File: src/phy_regs_pkg.sv
// constants and types of the phy management register group
package phy_regs_pkg;
    localparam logic [4:0] OFS_LINK_SPEED = 5'h13;
    localparam logic [4:0] OFS_RX_TALLY = 5'h15;
    localparam logic [4:0] OFS_FUNC_SEL = 5'h16;
    localparam logic [4:0] OFS_BEHAVIOUR = 5'h17;
    localparam logic [4:0] OFS_DRIVE = 5'h19;
    localparam logic [4:0] OFS_SCHEME = 5'h1a;
    localparam logic [4:0] OFS_IRQ = 5'h1b;
    localparam logic [4:0] OFS_CONTROL = 5'h1f;

    localparam logic [15:0] RST_FUNC_SEL = 16'h0021;
    localparam logic [15:0] RST_BEHAVIOUR = 16'h1000;
    localparam logic [15:0] RST_DRIVE = 16'h0000;
    localparam logic [15:0] RST_SCHEME = 16'h4000;
    localparam logic [15:0] RST_TALLY = 16'h0000;
    localparam logic [7:0] RST_IRQ_EN = 8'h00;
    localparam logic [7:0] RST_IRQ_STAT = 8'h00;

    localparam int BIT_LINK_1000 = 1;
    localparam int BIT_LINK_100 = 0;
    localparam int BIT_LEGACY = 14;
    localparam int BIT_PUSH_PULL = 1;
    localparam int BIT_IRQ_INVERT = 14;
    localparam int BIT_STRETCH_TWO = 6;
    localparam int BIT_STRETCH_ONE = 5;
    localparam int BIT_SEPARATE_TWO = 1;
    localparam int BIT_SEPARATE_ONE = 0;
    localparam int RATE_LSB = 10;
    localparam int FUNC_TWO_LSB = 4;
    localparam int FUNC_ONE_LSB = 0;

    // timing base: one tick per 25 ms, the half period of the fastest blink
    localparam int CLK_PERIOD_NS = 50;
    localparam int TICK_TIME_US = 25000;
    localparam int TICK_CYCLES = TICK_TIME_US * 1000 / CLK_PERIOD_NS;

    typedef enum logic [3:0] {
        FN_LINK_1000,
        FN_LINK_ACT,
        FN_ACTIVITY,
        FN_DUPLEX_COL,
        FN_COLLISION,
        FN_LINK_100,
        FN_OFF
    } func_code_type;

    typedef struct packed {
        logic [4:0] addr;
        logic [15:0] wdata;
        logic wr;
        logic rd;
    } reg_req_type;

    typedef struct packed {
        logic link_1000;
        logic link_100;
        logic link_up;
        logic duplex;
        logic activity;
        logic collision;
    } line_state_type;
endpackage

File: src/phy_status_led_irq_regs.sv
// management registers: link status, receive-error tally, indicators, drive and interrupt
//
// Design decision made here: the plain strobed port.
`timescale 1ns/1ns
module phy_status_led_irq_regs #(
    parameter int TICK_CYCLES = phy_regs_pkg::TICK_CYCLES
) (
    input wire logic mclk_in,
    input wire logic rst_n_in,
    input wire phy_regs_pkg::reg_req_type reg_req_in,
    output logic [15:0] reg_rdata_out,
    input wire phy_regs_pkg::line_state_type line_in,
    input wire logic rx_er_in,
    input wire logic [7:0] event_in,
    input wire logic mdio_data_in,
    input wire logic mdio_drive_in,
    output logic mdio_o_out,
    output logic mdio_oe_out,
    output logic indicator_one_out,
    output logic indicator_two_out,
    output logic irq_out
);
    import phy_regs_pkg::*;

    // counter width follows the tick length so a longer tick cannot overflow it
    localparam int TICK_W = $clog2(TICK_CYCLES + 1);

    logic [15:0] receive_error_tally;
    logic [15:0] indicator_function_select;
    logic [15:0] indicator_behaviour;
    logic [15:0] management_output_drive;
    logic [15:0] indicator_scheme_select;
    logic [7:0] irq_enable;
    logic [7:0] irq_status;
    logic irq_invert;
    logic [15:0] next_rdata;
    logic wr_hit;
    logic rd_tally;
    logic rd_irq;
    logic wr_func;
    logic wr_behav;
    logic wr_drive;
    logic wr_scheme;

    function automatic logic [15:0] merge16(input logic [15:0] old, input logic [15:0] val,
                                            input logic en);
        merge16 = en ? val : old;
    endfunction

    assign rd_tally = reg_req_in.rd && (reg_req_in.addr == OFS_RX_TALLY);
    assign rd_irq = reg_req_in.rd && (reg_req_in.addr == OFS_IRQ);
    assign wr_hit = reg_req_in.wr;

    // one decode per writable register so each register keeps its own process
    assign wr_func = wr_hit && (reg_req_in.addr == OFS_FUNC_SEL);
    assign wr_behav = wr_hit && (reg_req_in.addr == OFS_BEHAVIOUR);
    assign wr_drive = wr_hit && (reg_req_in.addr == OFS_DRIVE);
    assign wr_scheme = wr_hit && (reg_req_in.addr == OFS_SCHEME);

    // read mux; reserved and unmapped locations read zero
    always_comb
    begin
        next_rdata = 16'h0000;
        case (reg_req_in.addr)
            OFS_LINK_SPEED:
            begin
                next_rdata[BIT_LINK_1000] = line_in.link_1000;
                next_rdata[BIT_LINK_100] = line_in.link_100;
            end
            OFS_RX_TALLY: next_rdata = receive_error_tally;
            OFS_FUNC_SEL: next_rdata = indicator_function_select;
            OFS_BEHAVIOUR: next_rdata = indicator_behaviour;
            OFS_DRIVE: next_rdata = management_output_drive;
            OFS_SCHEME: next_rdata = indicator_scheme_select;
            OFS_IRQ: next_rdata = {irq_enable, irq_status};
            OFS_CONTROL: next_rdata[BIT_IRQ_INVERT] = irq_invert;
            default: next_rdata = 16'h0000;
        endcase
    end

    always_ff @(posedge mclk_in)
    begin
        if (!rst_n_in)
            reg_rdata_out <= 16'h0000;
        else if (reg_req_in.rd)
            reg_rdata_out <= next_rdata;
        else
            reg_rdata_out <= 16'h0000;
    end

    // an error in the cycle of the clearing read is counted, so none is lost
    always_ff @(posedge mclk_in)
    begin
        if (!rst_n_in)
            receive_error_tally <= RST_TALLY;
        else if (rd_tally)
            receive_error_tally <= {15'h0000, rx_er_in};
        else if (rx_er_in && receive_error_tally != 16'hffff)
            receive_error_tally <= receive_error_tally + 16'h0001;
    end

    always_ff @(posedge mclk_in)
    begin
        if (!rst_n_in)
            indicator_function_select <= RST_FUNC_SEL;
        else
            indicator_function_select <= merge16(indicator_function_select, reg_req_in.wdata,
                                                 wr_func);
    end

    always_ff @(posedge mclk_in)
    begin
        if (!rst_n_in)
            indicator_behaviour <= RST_BEHAVIOUR;
        else
            indicator_behaviour <= merge16(indicator_behaviour, reg_req_in.wdata,
                                           wr_behav);
    end

    always_ff @(posedge mclk_in)
    begin
        if (!rst_n_in)
            management_output_drive <= RST_DRIVE;
        else
            management_output_drive <= merge16(management_output_drive, reg_req_in.wdata,
                                               wr_drive);
    end

    // software should keep the scheme bit at one; clearing it hands the pins to the selections
    always_ff @(posedge mclk_in)
    begin
        if (!rst_n_in)
            indicator_scheme_select <= RST_SCHEME;
        else
            indicator_scheme_select <= merge16(indicator_scheme_select, reg_req_in.wdata,
                                               wr_scheme);
    end

    always_ff @(posedge mclk_in)
    begin
        if (!rst_n_in)
            irq_invert <= 1'b0;
        else if (wr_hit && reg_req_in.addr == OFS_CONTROL)
            irq_invert <= reg_req_in.wdata[BIT_IRQ_INVERT];
    end

    always_ff @(posedge mclk_in)
    begin
        if (!rst_n_in)
            irq_enable <= RST_IRQ_EN;
        else if (wr_hit && reg_req_in.addr == OFS_IRQ)
            irq_enable <= reg_req_in.wdata[15:8];
    end

    // set beats clear: an event in the reading cycle stays latched for the next read
    always_ff @(posedge mclk_in)
    begin
        if (!rst_n_in)
            irq_status <= RST_IRQ_STAT;
        else if (rd_irq)
            irq_status <= event_in;
        else
            irq_status <= irq_status | event_in;
    end

    always_ff @(posedge mclk_in)
    begin
        if (!rst_n_in)
            irq_out <= 1'b0;
        else
            irq_out <= (|(irq_status & irq_enable)) ^ irq_invert;
    end

    // management data pin: open-drain only ever pulls low
    always_ff @(posedge mclk_in)
    begin
        if (!rst_n_in)
        begin
            mdio_o_out <= 1'b0;
            mdio_oe_out <= 1'b0;
        end
        else if (management_output_drive[BIT_PUSH_PULL])
        begin
            mdio_o_out <= mdio_data_in;
            mdio_oe_out <= mdio_drive_in;
        end
        else
        begin
            mdio_o_out <= 1'b0;
            mdio_oe_out <= mdio_drive_in && !mdio_data_in;
        end
    end

    // indicator timing
    logic [TICK_W-1:0] tick_cnt;
    logic tick;
    logic half_end;
    logic [3:0] blink_cnt;
    logic [3:0] blink_limit;
    logic blink_phase;
    logic [4:0] act_hold;
    logic [4:0] col_hold;
    logic [4:0] stretch_len;
    logic legacy;
    logic next_one;
    logic next_two;

    // ticks per blink half period: 8, 4, 2, 1 for rate codes 00..11
    function automatic logic [3:0] half_ticks(input logic [1:0] rate);
        half_ticks = 4'h1 << (2'h3 - rate);
    endfunction

    assign legacy = indicator_scheme_select[BIT_LEGACY];
    assign stretch_len = {half_ticks(indicator_behaviour[RATE_LSB +: 2]), 1'b0};

    always_ff @(posedge mclk_in)
    begin
        if (!rst_n_in)
            tick_cnt <= '0;
        else if (tick)
            tick_cnt <= '0;
        else
            tick_cnt <= tick_cnt + TICK_W'(1);
    end

    assign tick = (tick_cnt == TICK_W'(TICK_CYCLES - 1));
    assign half_end = (blink_cnt >= blink_limit - 4'h1);

    always_ff @(posedge mclk_in)
    begin
        if (!rst_n_in)
        begin
            blink_cnt <= 4'h0;
            blink_phase <= 1'b0;
        end
        else if (tick)
        begin
            if (half_end)
            begin
                blink_cnt <= 4'h0;
                blink_phase <= !blink_phase;
            end
            else
                blink_cnt <= blink_cnt + 4'h1;
        end
    end

    // the new rate is picked up only when a half period ends, so no half period is cut short
    always_ff @(posedge mclk_in)
    begin
        if (!rst_n_in)
            blink_limit <= half_ticks(RST_BEHAVIOUR[RATE_LSB +: 2]);
        else if (tick && half_end)
            blink_limit <= half_ticks(indicator_behaviour[RATE_LSB +: 2]);
    end

    // each activity or collision sighting holds the indicator for the stretch time
    always_ff @(posedge mclk_in)
    begin
        if (!rst_n_in)
            act_hold <= 5'h00;
        else if (line_in.activity)
            act_hold <= stretch_len;
        else if (tick && act_hold != 5'h00)
            act_hold <= act_hold - 5'h01;
    end

    always_ff @(posedge mclk_in)
    begin
        if (!rst_n_in)
            col_hold <= 5'h00;
        else if (line_in.collision)
            col_hold <= stretch_len;
        else if (tick && col_hold != 5'h00)
            col_hold <= col_hold - 5'h01;
    end

    // one indicator's level from its function code, display style and merge setting
    function automatic logic drive_level(input logic [3:0] code, input logic stretch,
                                         input logic separate, input logic [4:0] act_h,
                                         input logic [4:0] col_h, input logic phase,
                                         input line_state_type ln);
        logic act_vis;
        logic col_vis;
        act_vis = stretch ? (act_h != 5'h00) : ((act_h != 5'h00) && phase);
        col_vis = stretch ? (col_h != 5'h00) : ((col_h != 5'h00) && phase);
        case (code)
            FN_LINK_1000: drive_level = ln.link_1000;
            FN_LINK_100: drive_level = ln.link_100;
            FN_LINK_ACT: drive_level = separate ? ln.link_up : (ln.link_up && !act_vis);
            FN_ACTIVITY: drive_level = act_vis;
            FN_DUPLEX_COL: drive_level = separate ? ln.duplex : (ln.duplex && !col_vis);
            FN_COLLISION: drive_level = col_vis;
            default: drive_level = 1'b0;
        endcase
    endfunction

    always_comb
    begin
        if (legacy)
        begin
            // fixed scheme: one shows link, two shows activity blinking
            next_one = line_in.link_up;
            next_two = (act_hold != 5'h00) && blink_phase;
        end
        else
        begin
            next_one = drive_level(indicator_function_select[FUNC_ONE_LSB +: 4],
                                   indicator_behaviour[BIT_STRETCH_ONE],
                                   indicator_behaviour[BIT_SEPARATE_ONE],
                                   act_hold, col_hold, blink_phase, line_in);
            next_two = drive_level(indicator_function_select[FUNC_TWO_LSB +: 4],
                                   indicator_behaviour[BIT_STRETCH_TWO],
                                   indicator_behaviour[BIT_SEPARATE_TWO],
                                   act_hold, col_hold, blink_phase, line_in);
        end
    end

    always_ff @(posedge mclk_in)
    begin
        if (!rst_n_in)
            indicator_one_out <= 1'b0;
        else
            indicator_one_out <= next_one;
    end

    always_ff @(posedge mclk_in)
    begin
        if (!rst_n_in)
            indicator_two_out <= 1'b0;
        else
            indicator_two_out <= next_two;
    end
endmodule

File: config.mk
export PLATFORM = sky130hd
export DESIGN_NAME = phy_status_led_irq_regs
export DESIGN_NICKNAME = d
export VERILOG_FILES = /design/src/phy_regs_pkg.sv /design/src/phy_status_led_irq_regs.sv
export SDC_FILE = /design/constraint.sdc
export NUM_CORES = 1
export LEC_CHECK = 0
export BUFFER_PORTS_ARGS = -buffer_cell sky130_fd_sc_hd__buf_2
export CAP_MARGIN = 20
export CORE_MARGIN = 8
export CORE_UTILIZATION = 55
export CTS_CLUSTER_SIZE = 28
export DETAILED_ROUTE_END_ITERATION = 12
export GPL_ROUTABILITY_DRIVEN = 1
export PLACE_DENSITY = 0.8
export SLEW_MARGIN = 20
export SYNTH_ARGS = -nofsm -noshare
export SYNTH_HDL_FRONTEND = slang
export SYNTH_SLANG_ARGS = --single-unit
File: constraint.sdc
create_clock -name mclk_in -period 2.5 [get_ports mclk_in]
set_input_delay 0.25 -clock mclk_in [delete_from_list [all_inputs] [get_ports mclk_in]]
set_output_delay 0.25 -clock mclk_in [all_outputs]
set_load 0.02 [all_outputs]
== Word-level counts from Yosys, hierarchy flattened ==
Index checks and enable logic that the tools add are counted.
Word-level totals
  bits of input ports: 42
  flip-flop bits (word level): 156
  output and inout port bits: 21
  word-level logic and storage cells: 121
Operators by class
  reduce and logical (&&, ||, !) cells: 40
  add/sub/neg operators: 7
  muxes and demuxes: 25
  $lt $le $gt $ge: 1
  shift operators: 1
  bitwise gates (word level): 4
  equal/unequal tests: 20
Operators by type and width (number)
  12-bit case mux with 6 select lines: 1
  5-bit == test (second input constant): 8
  5-bit two-way mux: 4
  19-bit by 1-bit adder with 19-bit output (second input constant): 1
  19-bit == test (second input constant): 1
  1-bit logical AND: 19
  1-bit case mux with 6 select lines: 3
  16-bit by 1-bit adder with 16-bit output (second input constant): 1
  4-bit by 2-bit == test with 1-bit output (second input constant): 4
  4-bit by 3-bit == test with 1-bit output (second input constant): 4
  16-bit != test (second input constant): 1
  2-bit case mux with 7 select lines: 1
  1-bit two-way mux: 13
  5-bit nonzero test: 2
  5-bit by 1-bit subtractor with 5-bit output (second input constant): 2
  8-bit AND: 1
  4-bit by 1-bit == test with 1-bit output (second input constant): 2
  4-bit zero test: 2
  8-bit two-way mux: 1
  8-bit OR: 1
  2-bit OR reduction: 4
  8-bit OR reduction: 1
  1-bit case mux with 7 select lines: 1
  1-bit zero test: 6
  10 further kinds: 14

== Depth between registers and ports, before layout ==
Gate-level depths: netlist of the first run.
  depth after elaboration: 8
  mapped depth: 8
  gate-level depth less buffers: 8

== Worst setup path after synthesis of the first run ==
Ideal clock, no wire load.
  path kind: flip-flop to flip-flop
  from: register tick_cnt[0]
  to: register blink_limit[0]
  stages on the path, launching flop included: 7
  clock period less this slack: 2108 ps
  setup time: 121 ps
  setup slack: 392 ps
  data arrival time: 1987 ps
  buffers on the path: 1
  data required time: 2379 ps
  path through: dfxtp_1 > ha_1 > and4_1 > clkbuf_1 > nand2_2 > nor4_4 > mux2_2
On the way
  longest elaborated chain between the ends: 2
RTL lines
  start, declared: line phy_status_led_irq_regs.sv:195  | logic [TICK_W-1:0] tick_cnt;
  start signal, assigned: line phy_status_led_irq_regs.sv:223  | tick_cnt <= tick_cnt + TICK_W'(1);
  19-bit == test: line phy_status_led_irq_regs.sv:226  | assign tick = (tick_cnt == TICK_W'(TICK_CYCLES - 1));
  1-bit logical AND: line phy_status_led_irq_regs.sv:253  | else if (tick && half_end)
  end signal, assigned: line phy_status_led_irq_regs.sv:252  | blink_limit <= half_ticks(RST_BEHAVIOUR[RATE_LSB +: 2]);
  end signal, assigned: line phy_status_led_irq_regs.sv:254  | blink_limit <= half_ticks(indicator_behaviour[RATE_LSB +: 2]);
  end, declared: line phy_status_led_irq_regs.sv:199  | logic [3:0] blink_limit;
No other way between the ends.
A chain may end at the register's enable or synchronous reset.

== Worst setup path after layout of the first run ==
  from: register blink_limit[0]
  to: register blink_limit[0]
On the way
  longest elaborated chain between the ends: 3
RTL lines
  4-bit by 1-bit subtractor with 4-bit output: line phy_status_led_irq_regs.sv:227  | assign half_end = (blink_cnt >= blink_limit - 4'h1);
  4-bit >= comparator: line phy_status_led_irq_regs.sv:227
  1-bit logical AND: line phy_status_led_irq_regs.sv:253
No other way between the ends.

==> results of run 1 <==
-- logic make-up (layout without fill, tap and decap cells) --
family,Yosys count,count (layout)
and+or+nand+nor,321,321
AOI/OAI and AO/OA,215,215
DFF,156,156
buffers and inverters,73,136
muxes,47,47
xor gates and xnor gates,15,15
adders and majority gates,12,12
-- what timing repair did --
action	CTS	global route
hold buffers	1	0
setup buffers	0	0
endpoints found under the setup margin	0	0
endpoints found under the hold margin	1	0
-- layout by cell type, fill, tap and decap left out, drive strengths merged, types with 11 or more instances in the layout --
| cell | instances |
|---|---|
| a31oi | 22 |
| inv | 21 |
| nand4 | 21 |
| nand2 | 70 |
| clkbuf | 20 |
| buf | 89 |
| a22oi | 46 |
| dfxtp | 156 |
| and4 | 11 |
| o21ai | 22 |
| mux2i | 42 |
| a21oi | 72 |
| xor2 | 11 |
| nand3 | 65 |
| ha | 12 |
| nor2 | 62 |
-- report_power, final --
group	switching (uW)	internal, uW
combinational	218	116
clock	1060	1410
sequential	38.5	2520
total	1310	4050
-- synthesized netlist by cell type, types with 7 or more instances --
cell	instances
nand3_1	65
or4_1	8
ha_1	12
and3_1	8
nand4_1	21
nor2b_1	7
and4_1	9
inv_1	14
o31ai_1	9
dfxtp_1	156
mux2i_1	42
nand2_1	69
a22oi_1	46
nor2_1	62
xor2_1	11
nand2b_1	9
nor4b_1	8
clkbuf_1	44
o21ai_0	20
and2_1	7
a31oi_1	22
a21oi_1	72
-- flip-flops by register name (all words and copies together) (netlist names) --
name / cells
mdio_oe_out: 1
col_hold: 5
blink_cnt: 4
indicator_one_out: 1
tick_cnt: 19
indicator_two_out: 1
irq_out: 1
indicator_scheme_select: 16
management_output_drive: 16
mdio_o_out: 1
irq_enable: 8
reg_rdata_out: 16
receive_error_tally: 16
indicator_function_select: 16
irq_invert: 1
act_hold: 5
irq_status: 8
blink_phase: 1
indicator_behaviour: 16
blink_limit: 4
-- how the worst max path moves through the flow --
stage,from,to
2_1_floorplan,tick_cnt[0],blink_limit[0]
3_3_place_gp,blink_limit[0],blink_limit[0]
3_5_place_dp,blink_limit[0],blink_limit[0]
4_1_cts,blink_limit[0],blink_limit[0]
5_1_grt,tick_cnt[0],col_hold[3]
6_report,blink_limit[0],blink_limit[0]
-- final cells by class --
cell class,instances,area [sq um],share of cell area (%)
inverter,15,56.30,0.6684
sequential,156,3123,37.08
timing repair buffer,90,548.0,6.506
clock inverter,11,110.1,1.307
tap,176,220.2,2.614
clock buffer,20,446.7,5.303
multi-input combinational,610,3919,46.52
-- stage by stage --
stage / cell area [sq um] / hold WS (ns) / total power, uW / worst slack [ns] / std cells
final: 8423 / 0.02789 / 5360 / 0.3089 / 1078
after CTS: 8423 / 0.01806 / 5382 / 0.3140 / 1078
after global placement: 7856 / 0.4411 / 2934 / 0.3943 / 1046
after global routing: 8423 / 0.03247 / 5533 / 0.1392 / 1078
after detailed placement: 7856 / 0.4449 / 2939 / 0.3458 / 1046
after floorplan: 7338 / 0.3416 / 2803 / 0.3918 / 839
-- per-layer routing --
metal	vias up	routed length, um	share of wire [%]	GRT usage, %
met2	327	9150	45	35.42
met4	0	488	2.4	10.40
met1	3249	8849	44	30.31
li1	3223	-	-	-
met3	45	1661	8.2	4.764
met5	-	0	0	0
-- worst max-delay path, stage by stage (launching register included) --
cell     delay [ns]
dfxtp_1        0.33
inv_1          0.07
ha_1           0.21
xnor2_1        0.13
ha_1           0.26
or3_1          0.09
o21ai_1        0.20
nor4_4         0.40
mux2_2         0.38
==> out/metrics.yaml, run 1 <==
outcome: "finished, final reports clean"
drt_iter0_drc: 738
r2r_start: "blink_limit[0]"
postSynthCellCount: 839
dieWidth_um: 131.5
cp_max_fo: 7
n_antenna_cell: 0
synth_top_cell_by_area: "dfxtp_1"
start_kind: "flip-flop"
grt_start_max_net_pins: 54
hold_class: "primary input to flip-flop"
yosys_warnings: 0
r2r_slack_ns: 0.31
post_cts_resized: 0
synth_xor_xnor_area_share_pct: 1.790
synth-compound-area-share_pct: 19.03
cap_violations: 0
period_minus_slack_ns: 2.191
netlist.area_leader.share_pct: 42.56
setup_viol: 0
fin_worst_skew_ns: 0.005456
core_area_sq_um: 13140
min_path_cells: 3
synth_cell_types: 70
cts_root_buffer: "clkbuf_16"
start_util_pct: 55.86
drt_pre_antenna_iters: 6
min_to: "irq_status[7]"
worstMarginPinSlew_ns: 0.6147
cts_tree: "done"
path_clk_slew_ns: 0.06
synth_fa_ha_area_share_pct: 2.046
dpl.hpwl_um: 13610
clk_path_buf_depth: 2
fin_util_pct: 64.11
worst_hold_startpoint: "event_in[7]"
synth_area_leaders: "dfxtp_1 43%, mux2i_1 5.7%, a21oi_1 4.9%, a22oi_1 4.7%, nand3_1 4.4%"
netlist_area_sq_um: 7338
die_h_um: 131.5
viasPerCell: 6.349
synth_area_per_cell_sq_um: 8.746
peakVddDrop_mv: 0.4582
gp_congestion: 0.8710
path_class: "flip-flop to flip-flop"
h-tree-depth: 4
hold_viol_final: 0
arrival_ns: 2.51
p_leak_uw: 0.002923
clkSinkCount: 156
rr_endpoint: "blink_limit[0]"
grt_pass1_vias: 6425
drive_gt1_share_pct: 15.85
cp-end-kind: "flip-flop"
async_flop_share_pct: 0
row_count: 42
die-area_sq_um: 17290
power_density_nw_per_um2: 636.3
max_freq_mhz: 456.4
drcViolationCount: 0
wirelength_um: 20150
wl_per_cell_um: 18.69
ys.flop_type: "dfxtp_1"
yosysSeqAreaShare_pct: 42.56
muxShareOfSynthArea_pct: 6.496
drtAntennaViolNets: 0
track_usage_pct: 22.97
io_pins: 63
ys_ff_latch: 156
place.port_buffers: 62
syn_nets: 893
yosys.area_share.simple_pct: 23.79
area_growth_pct: 14.78
grt_pass1_wl_um: 32890
grt_remaining_overflow: 0
antenna_found_initial: 0
via_count: 6844
maxSlewHeadroom_pct: 58.75
rsz0062_at_grt: "no"
synth_top_family_by_area: "simple AND/OR/NAND/NOR gates"
drv_slew: 0
synth_edf_count: 0
fin_setup_tns_ns: 0
reg2regPathDepth: 8
fin_crit_sh_pct: 87.65
cts_made_buffers: 17
fillerInstances: 1120
finalNetCount: 944
clock_latency_ns: 0.43
cp.required_ns: 2.81
No activity file was read; power rests on OpenSTA's default activity.
==> inputs of run 2 (changes only) <==
--- a/config.mk
+++ b/config.mk
@@ -14,4 +14,5 @@
 export GPL_ROUTABILITY_DRIVEN = 1
 export PLACE_DENSITY = 0.8
+export SETUP_SLACK_MARGIN = 0.4
 export SLEW_MARGIN = 20
 export SYNTH_ARGS = -nofsm -noshare
==> constraint.sdc (replaced) <==
create_clock -name mclk_in -period 2.5 [get_ports mclk_in]
set_input_delay 0.25 -clock mclk_in [delete_from_list [all_inputs] [get_ports mclk_in]]
set_output_delay 0.25 -clock mclk_in [all_outputs]
set_load 0.005 [all_outputs]
==> run 2 against run 1 <==
Compared with the run above:
- critical endpoint unchanged
- critical path depth grew 1
- largest power group unchanged
- sequential power barely moved
- register-to-register slack better by 0.10 ns
- wire length is 3.2% higher
==> out/metrics.yaml, run 2 (same netlist as run 1, synthesis figures left out) <==
dpl.hpwl_um: 13780  # +1.2%
drcViolationCount: 0  # unchanged
r2r_start: "blink_limit[0]"
min_path_cells: 3  # unchanged
place.port_buffers: 62  # unchanged
path_class: "flip-flop to flip-flop"
internal_power_uw: 4056  # +0.26%
fin_worst_skew_ns: 0.007310  # +0.001854 ns
grt_start_max_net_pins: 53  # -1.9%
outcome: "finished, final reports clean"
max_freq_mhz: 479.2  # +5.0%
power_density_nw_per_um2: 632.4  # -0.62%
fin_setup_tns_ns: 0  # unchanged
grt_remaining_overflow: 0  # unchanged
period_minus_slack_ns: 2.087  # -0.1043 ns
track_usage_pct: 23.11  # +0.14 points
rsz0062_at_grt: "yes"
cts_made_buffers: 17  # unchanged
clock_latency_ns: 0.43  # about the same
start_kind: "flip-flop"
setup_viol: 0  # unchanged
gp_congestion: 0.8899  # +2.2%
core_area_sq_um: 13140  # unchanged
cp-end-kind: "flip-flop"
fin_crit_sh_pct: 83.48  # -4.2 points
drv_slew: 0  # unchanged
antenna_found_initial: 0  # unchanged
start_util_pct: 55.86  # unchanged
cts_root_buffer: "clkbuf_16"
die-area_sq_um: 17290  # unchanged
postPlaceCellArea_sq_um: 7841  # -0.19%
die_h_um: 131.5  # unchanged
cts_tree: "done"
drive_gt1_share_pct: 18.04  # +2.2 points
hold_viol_final: 0  # unchanged
sw_frac_of_total_pct: 25.33  # +0.81 points
rr_endpoint: "blink_limit[0]"
cp_max_fo: 3  # -4
maxSlewHeadroom_pct: 58.61  # -0.14 points
drt_iter0_drc: 836  # +13%
grt_pass1_vias: 6303  # -1.9%
sequentialPowerShare_pct: 47.2  # -0.6 points
reg2regPathDepth: 9  # +1
viasPerCell: 6.347  # about the same
pwr-share-comb_pct: 6.8  # +0.6 points
finalNetCount: 951  # +0.74%
worstMarginPinSlew_ns: 0.6193  # +0.004659 ns
largest_reg_flops: 19  # unchanged
area_growth_pct: 17.05
row_count: 42  # unchanged
worst_hold_startpoint: "event_in[2]"
regMostFlops: "tick_cnt"
fillerInstances: 1096  # -2.1%
n_antenna_cell: 0  # unchanged
cap_violations: 0  # unchanged
hold_class: "primary input to flip-flop"
clkSinkCount: 156  # unchanged
clkPwrFrac_pct: 46.0  # about the same
min_to: "irq_status[2]"
io_pins: 63  # unchanged
p_switching_uw: 1376  # +4.7%
drtAntennaViolNets: 0  # unchanged
wl_per_cell_um: 19.17  # +2.6%
mostFrequentLayoutCell: "dfxtp_1"
clk_path_buf_depth: 2  # unchanged
cp.required_ns: 2.81  # about the same
peakVddDrop_mv: 0.4867  # +6.2%
h-tree-depth: 4  # unchanged
grt_pass1_wl_um: 32890  # unchanged
dieWidth_um: 131.5  # unchanged
drt_pre_antenna_iters: 5  # -1
path_clk_slew_ns: 0.07  # about the same
p_leak_uw: 0.002989  # +2.3%
fin_area_sq_um: 8589  # +2.0%
r2r_slack_ns: 0.41  # +0.10 ns
wirelength_um: 20800  # +3.2%
via_count: 6887  # +0.63%
arrival_ns: 2.40  # -0.11 ns
layout_common_cells: "154 x dfxtp_1, 72 x a21oi_1, 69 x nand2_1"
run 2: worst max-delay path, cell delays in order, from the launching register on:
cell	delay (ns)
dfxtp_2	0.37
inv_4	0.05
ha_4	0.17
xnor2_4	0.18
ha_4	0.22
or3_4	0.38
o21ai_4	0.10
nor4_4	0.07
buf_4	0.15
mux2_4	0.30
run 2: power groups by stage:
stage | combinational [uW] | clock, uW | sequential, uW
2_1_floorplan | 201 | 0 | 2600
3_3_place_gp | 317 | 0 | 2610
3_5_place_dp | 322 | 0 | 2610
4_1_cts | 347 | 2510 | 2560
5_1_grt | 396 | 2640 | 2560
6_report | 371 | 2500 | 2560
run 2: worst max path at each step:
stage	start	end	slack, ns	cells past startpoint
2_1_floorplan	tick_cnt[0]	blink_limit[0]	0.41	6
5_1_grt	blink_limit[0]	blink_limit[0]	0.38	9
4_1_cts	blink_limit[0]	blink_limit[2]	0.40	8
3_5_place_dp	blink_limit[0]	blink_limit[3]	0.27	8
6_report	blink_limit[0]	blink_limit[0]	0.41	9
3_3_place_gp	blink_limit[0]	blink_limit[0]	0.37	8
run 2: per-layer routing:
layer  vias up  GRT usage (%)  part of all wire [%]
met4         0          8.743                   2.7
met2       341          35.82                    45
met3        53          5.869                   8.1
met5         -              0                     0
li1       3241              -                     -
met1      3252          30.32                    44
run 2: timing repair:
item | 4_1_cts | 5_1_grt
hold endpoints to repair | 1 | 0
gates resized for setup | 7 | 16
setup buffers | 4 | 5
hold buffers | 1 | 0
pin swaps | 2 | 6
endpoints found under the setup margin | 3 | 12
run 2: through the flow:
step	total power, uW	instances	worst slack [ns]	hold slack [ns]	utilization (%)
after floorplan	2802	839	0.4124	0.3416	-
after CTS	5417	1080	0.4013	0.01977	64.49
after global placement	2930	1044	0.3671	0.4416	59.69
after global routing	5600	1085	0.3772	0.02816	65.38
after detailed placement	2936	1044	0.2669	0.4416	59.69
final	5432	1085	0.4131	0.02847	65.38
run 2: cell type report:
cell class / count / area [sq um] / area share [%]
multi-input combinational: 610 / 4030 / 46.92
sequential: 156 / 3126 / 36.39
timing repair buffer: 97 / 591.8 / 6.890
clock buffer: 18 / 429.2 / 4.996
tap: 176 / 220.2 / 2.564
clock inverter: 13 / 133.9 / 1.559
inverter: 15 / 58.81 / 0.6846
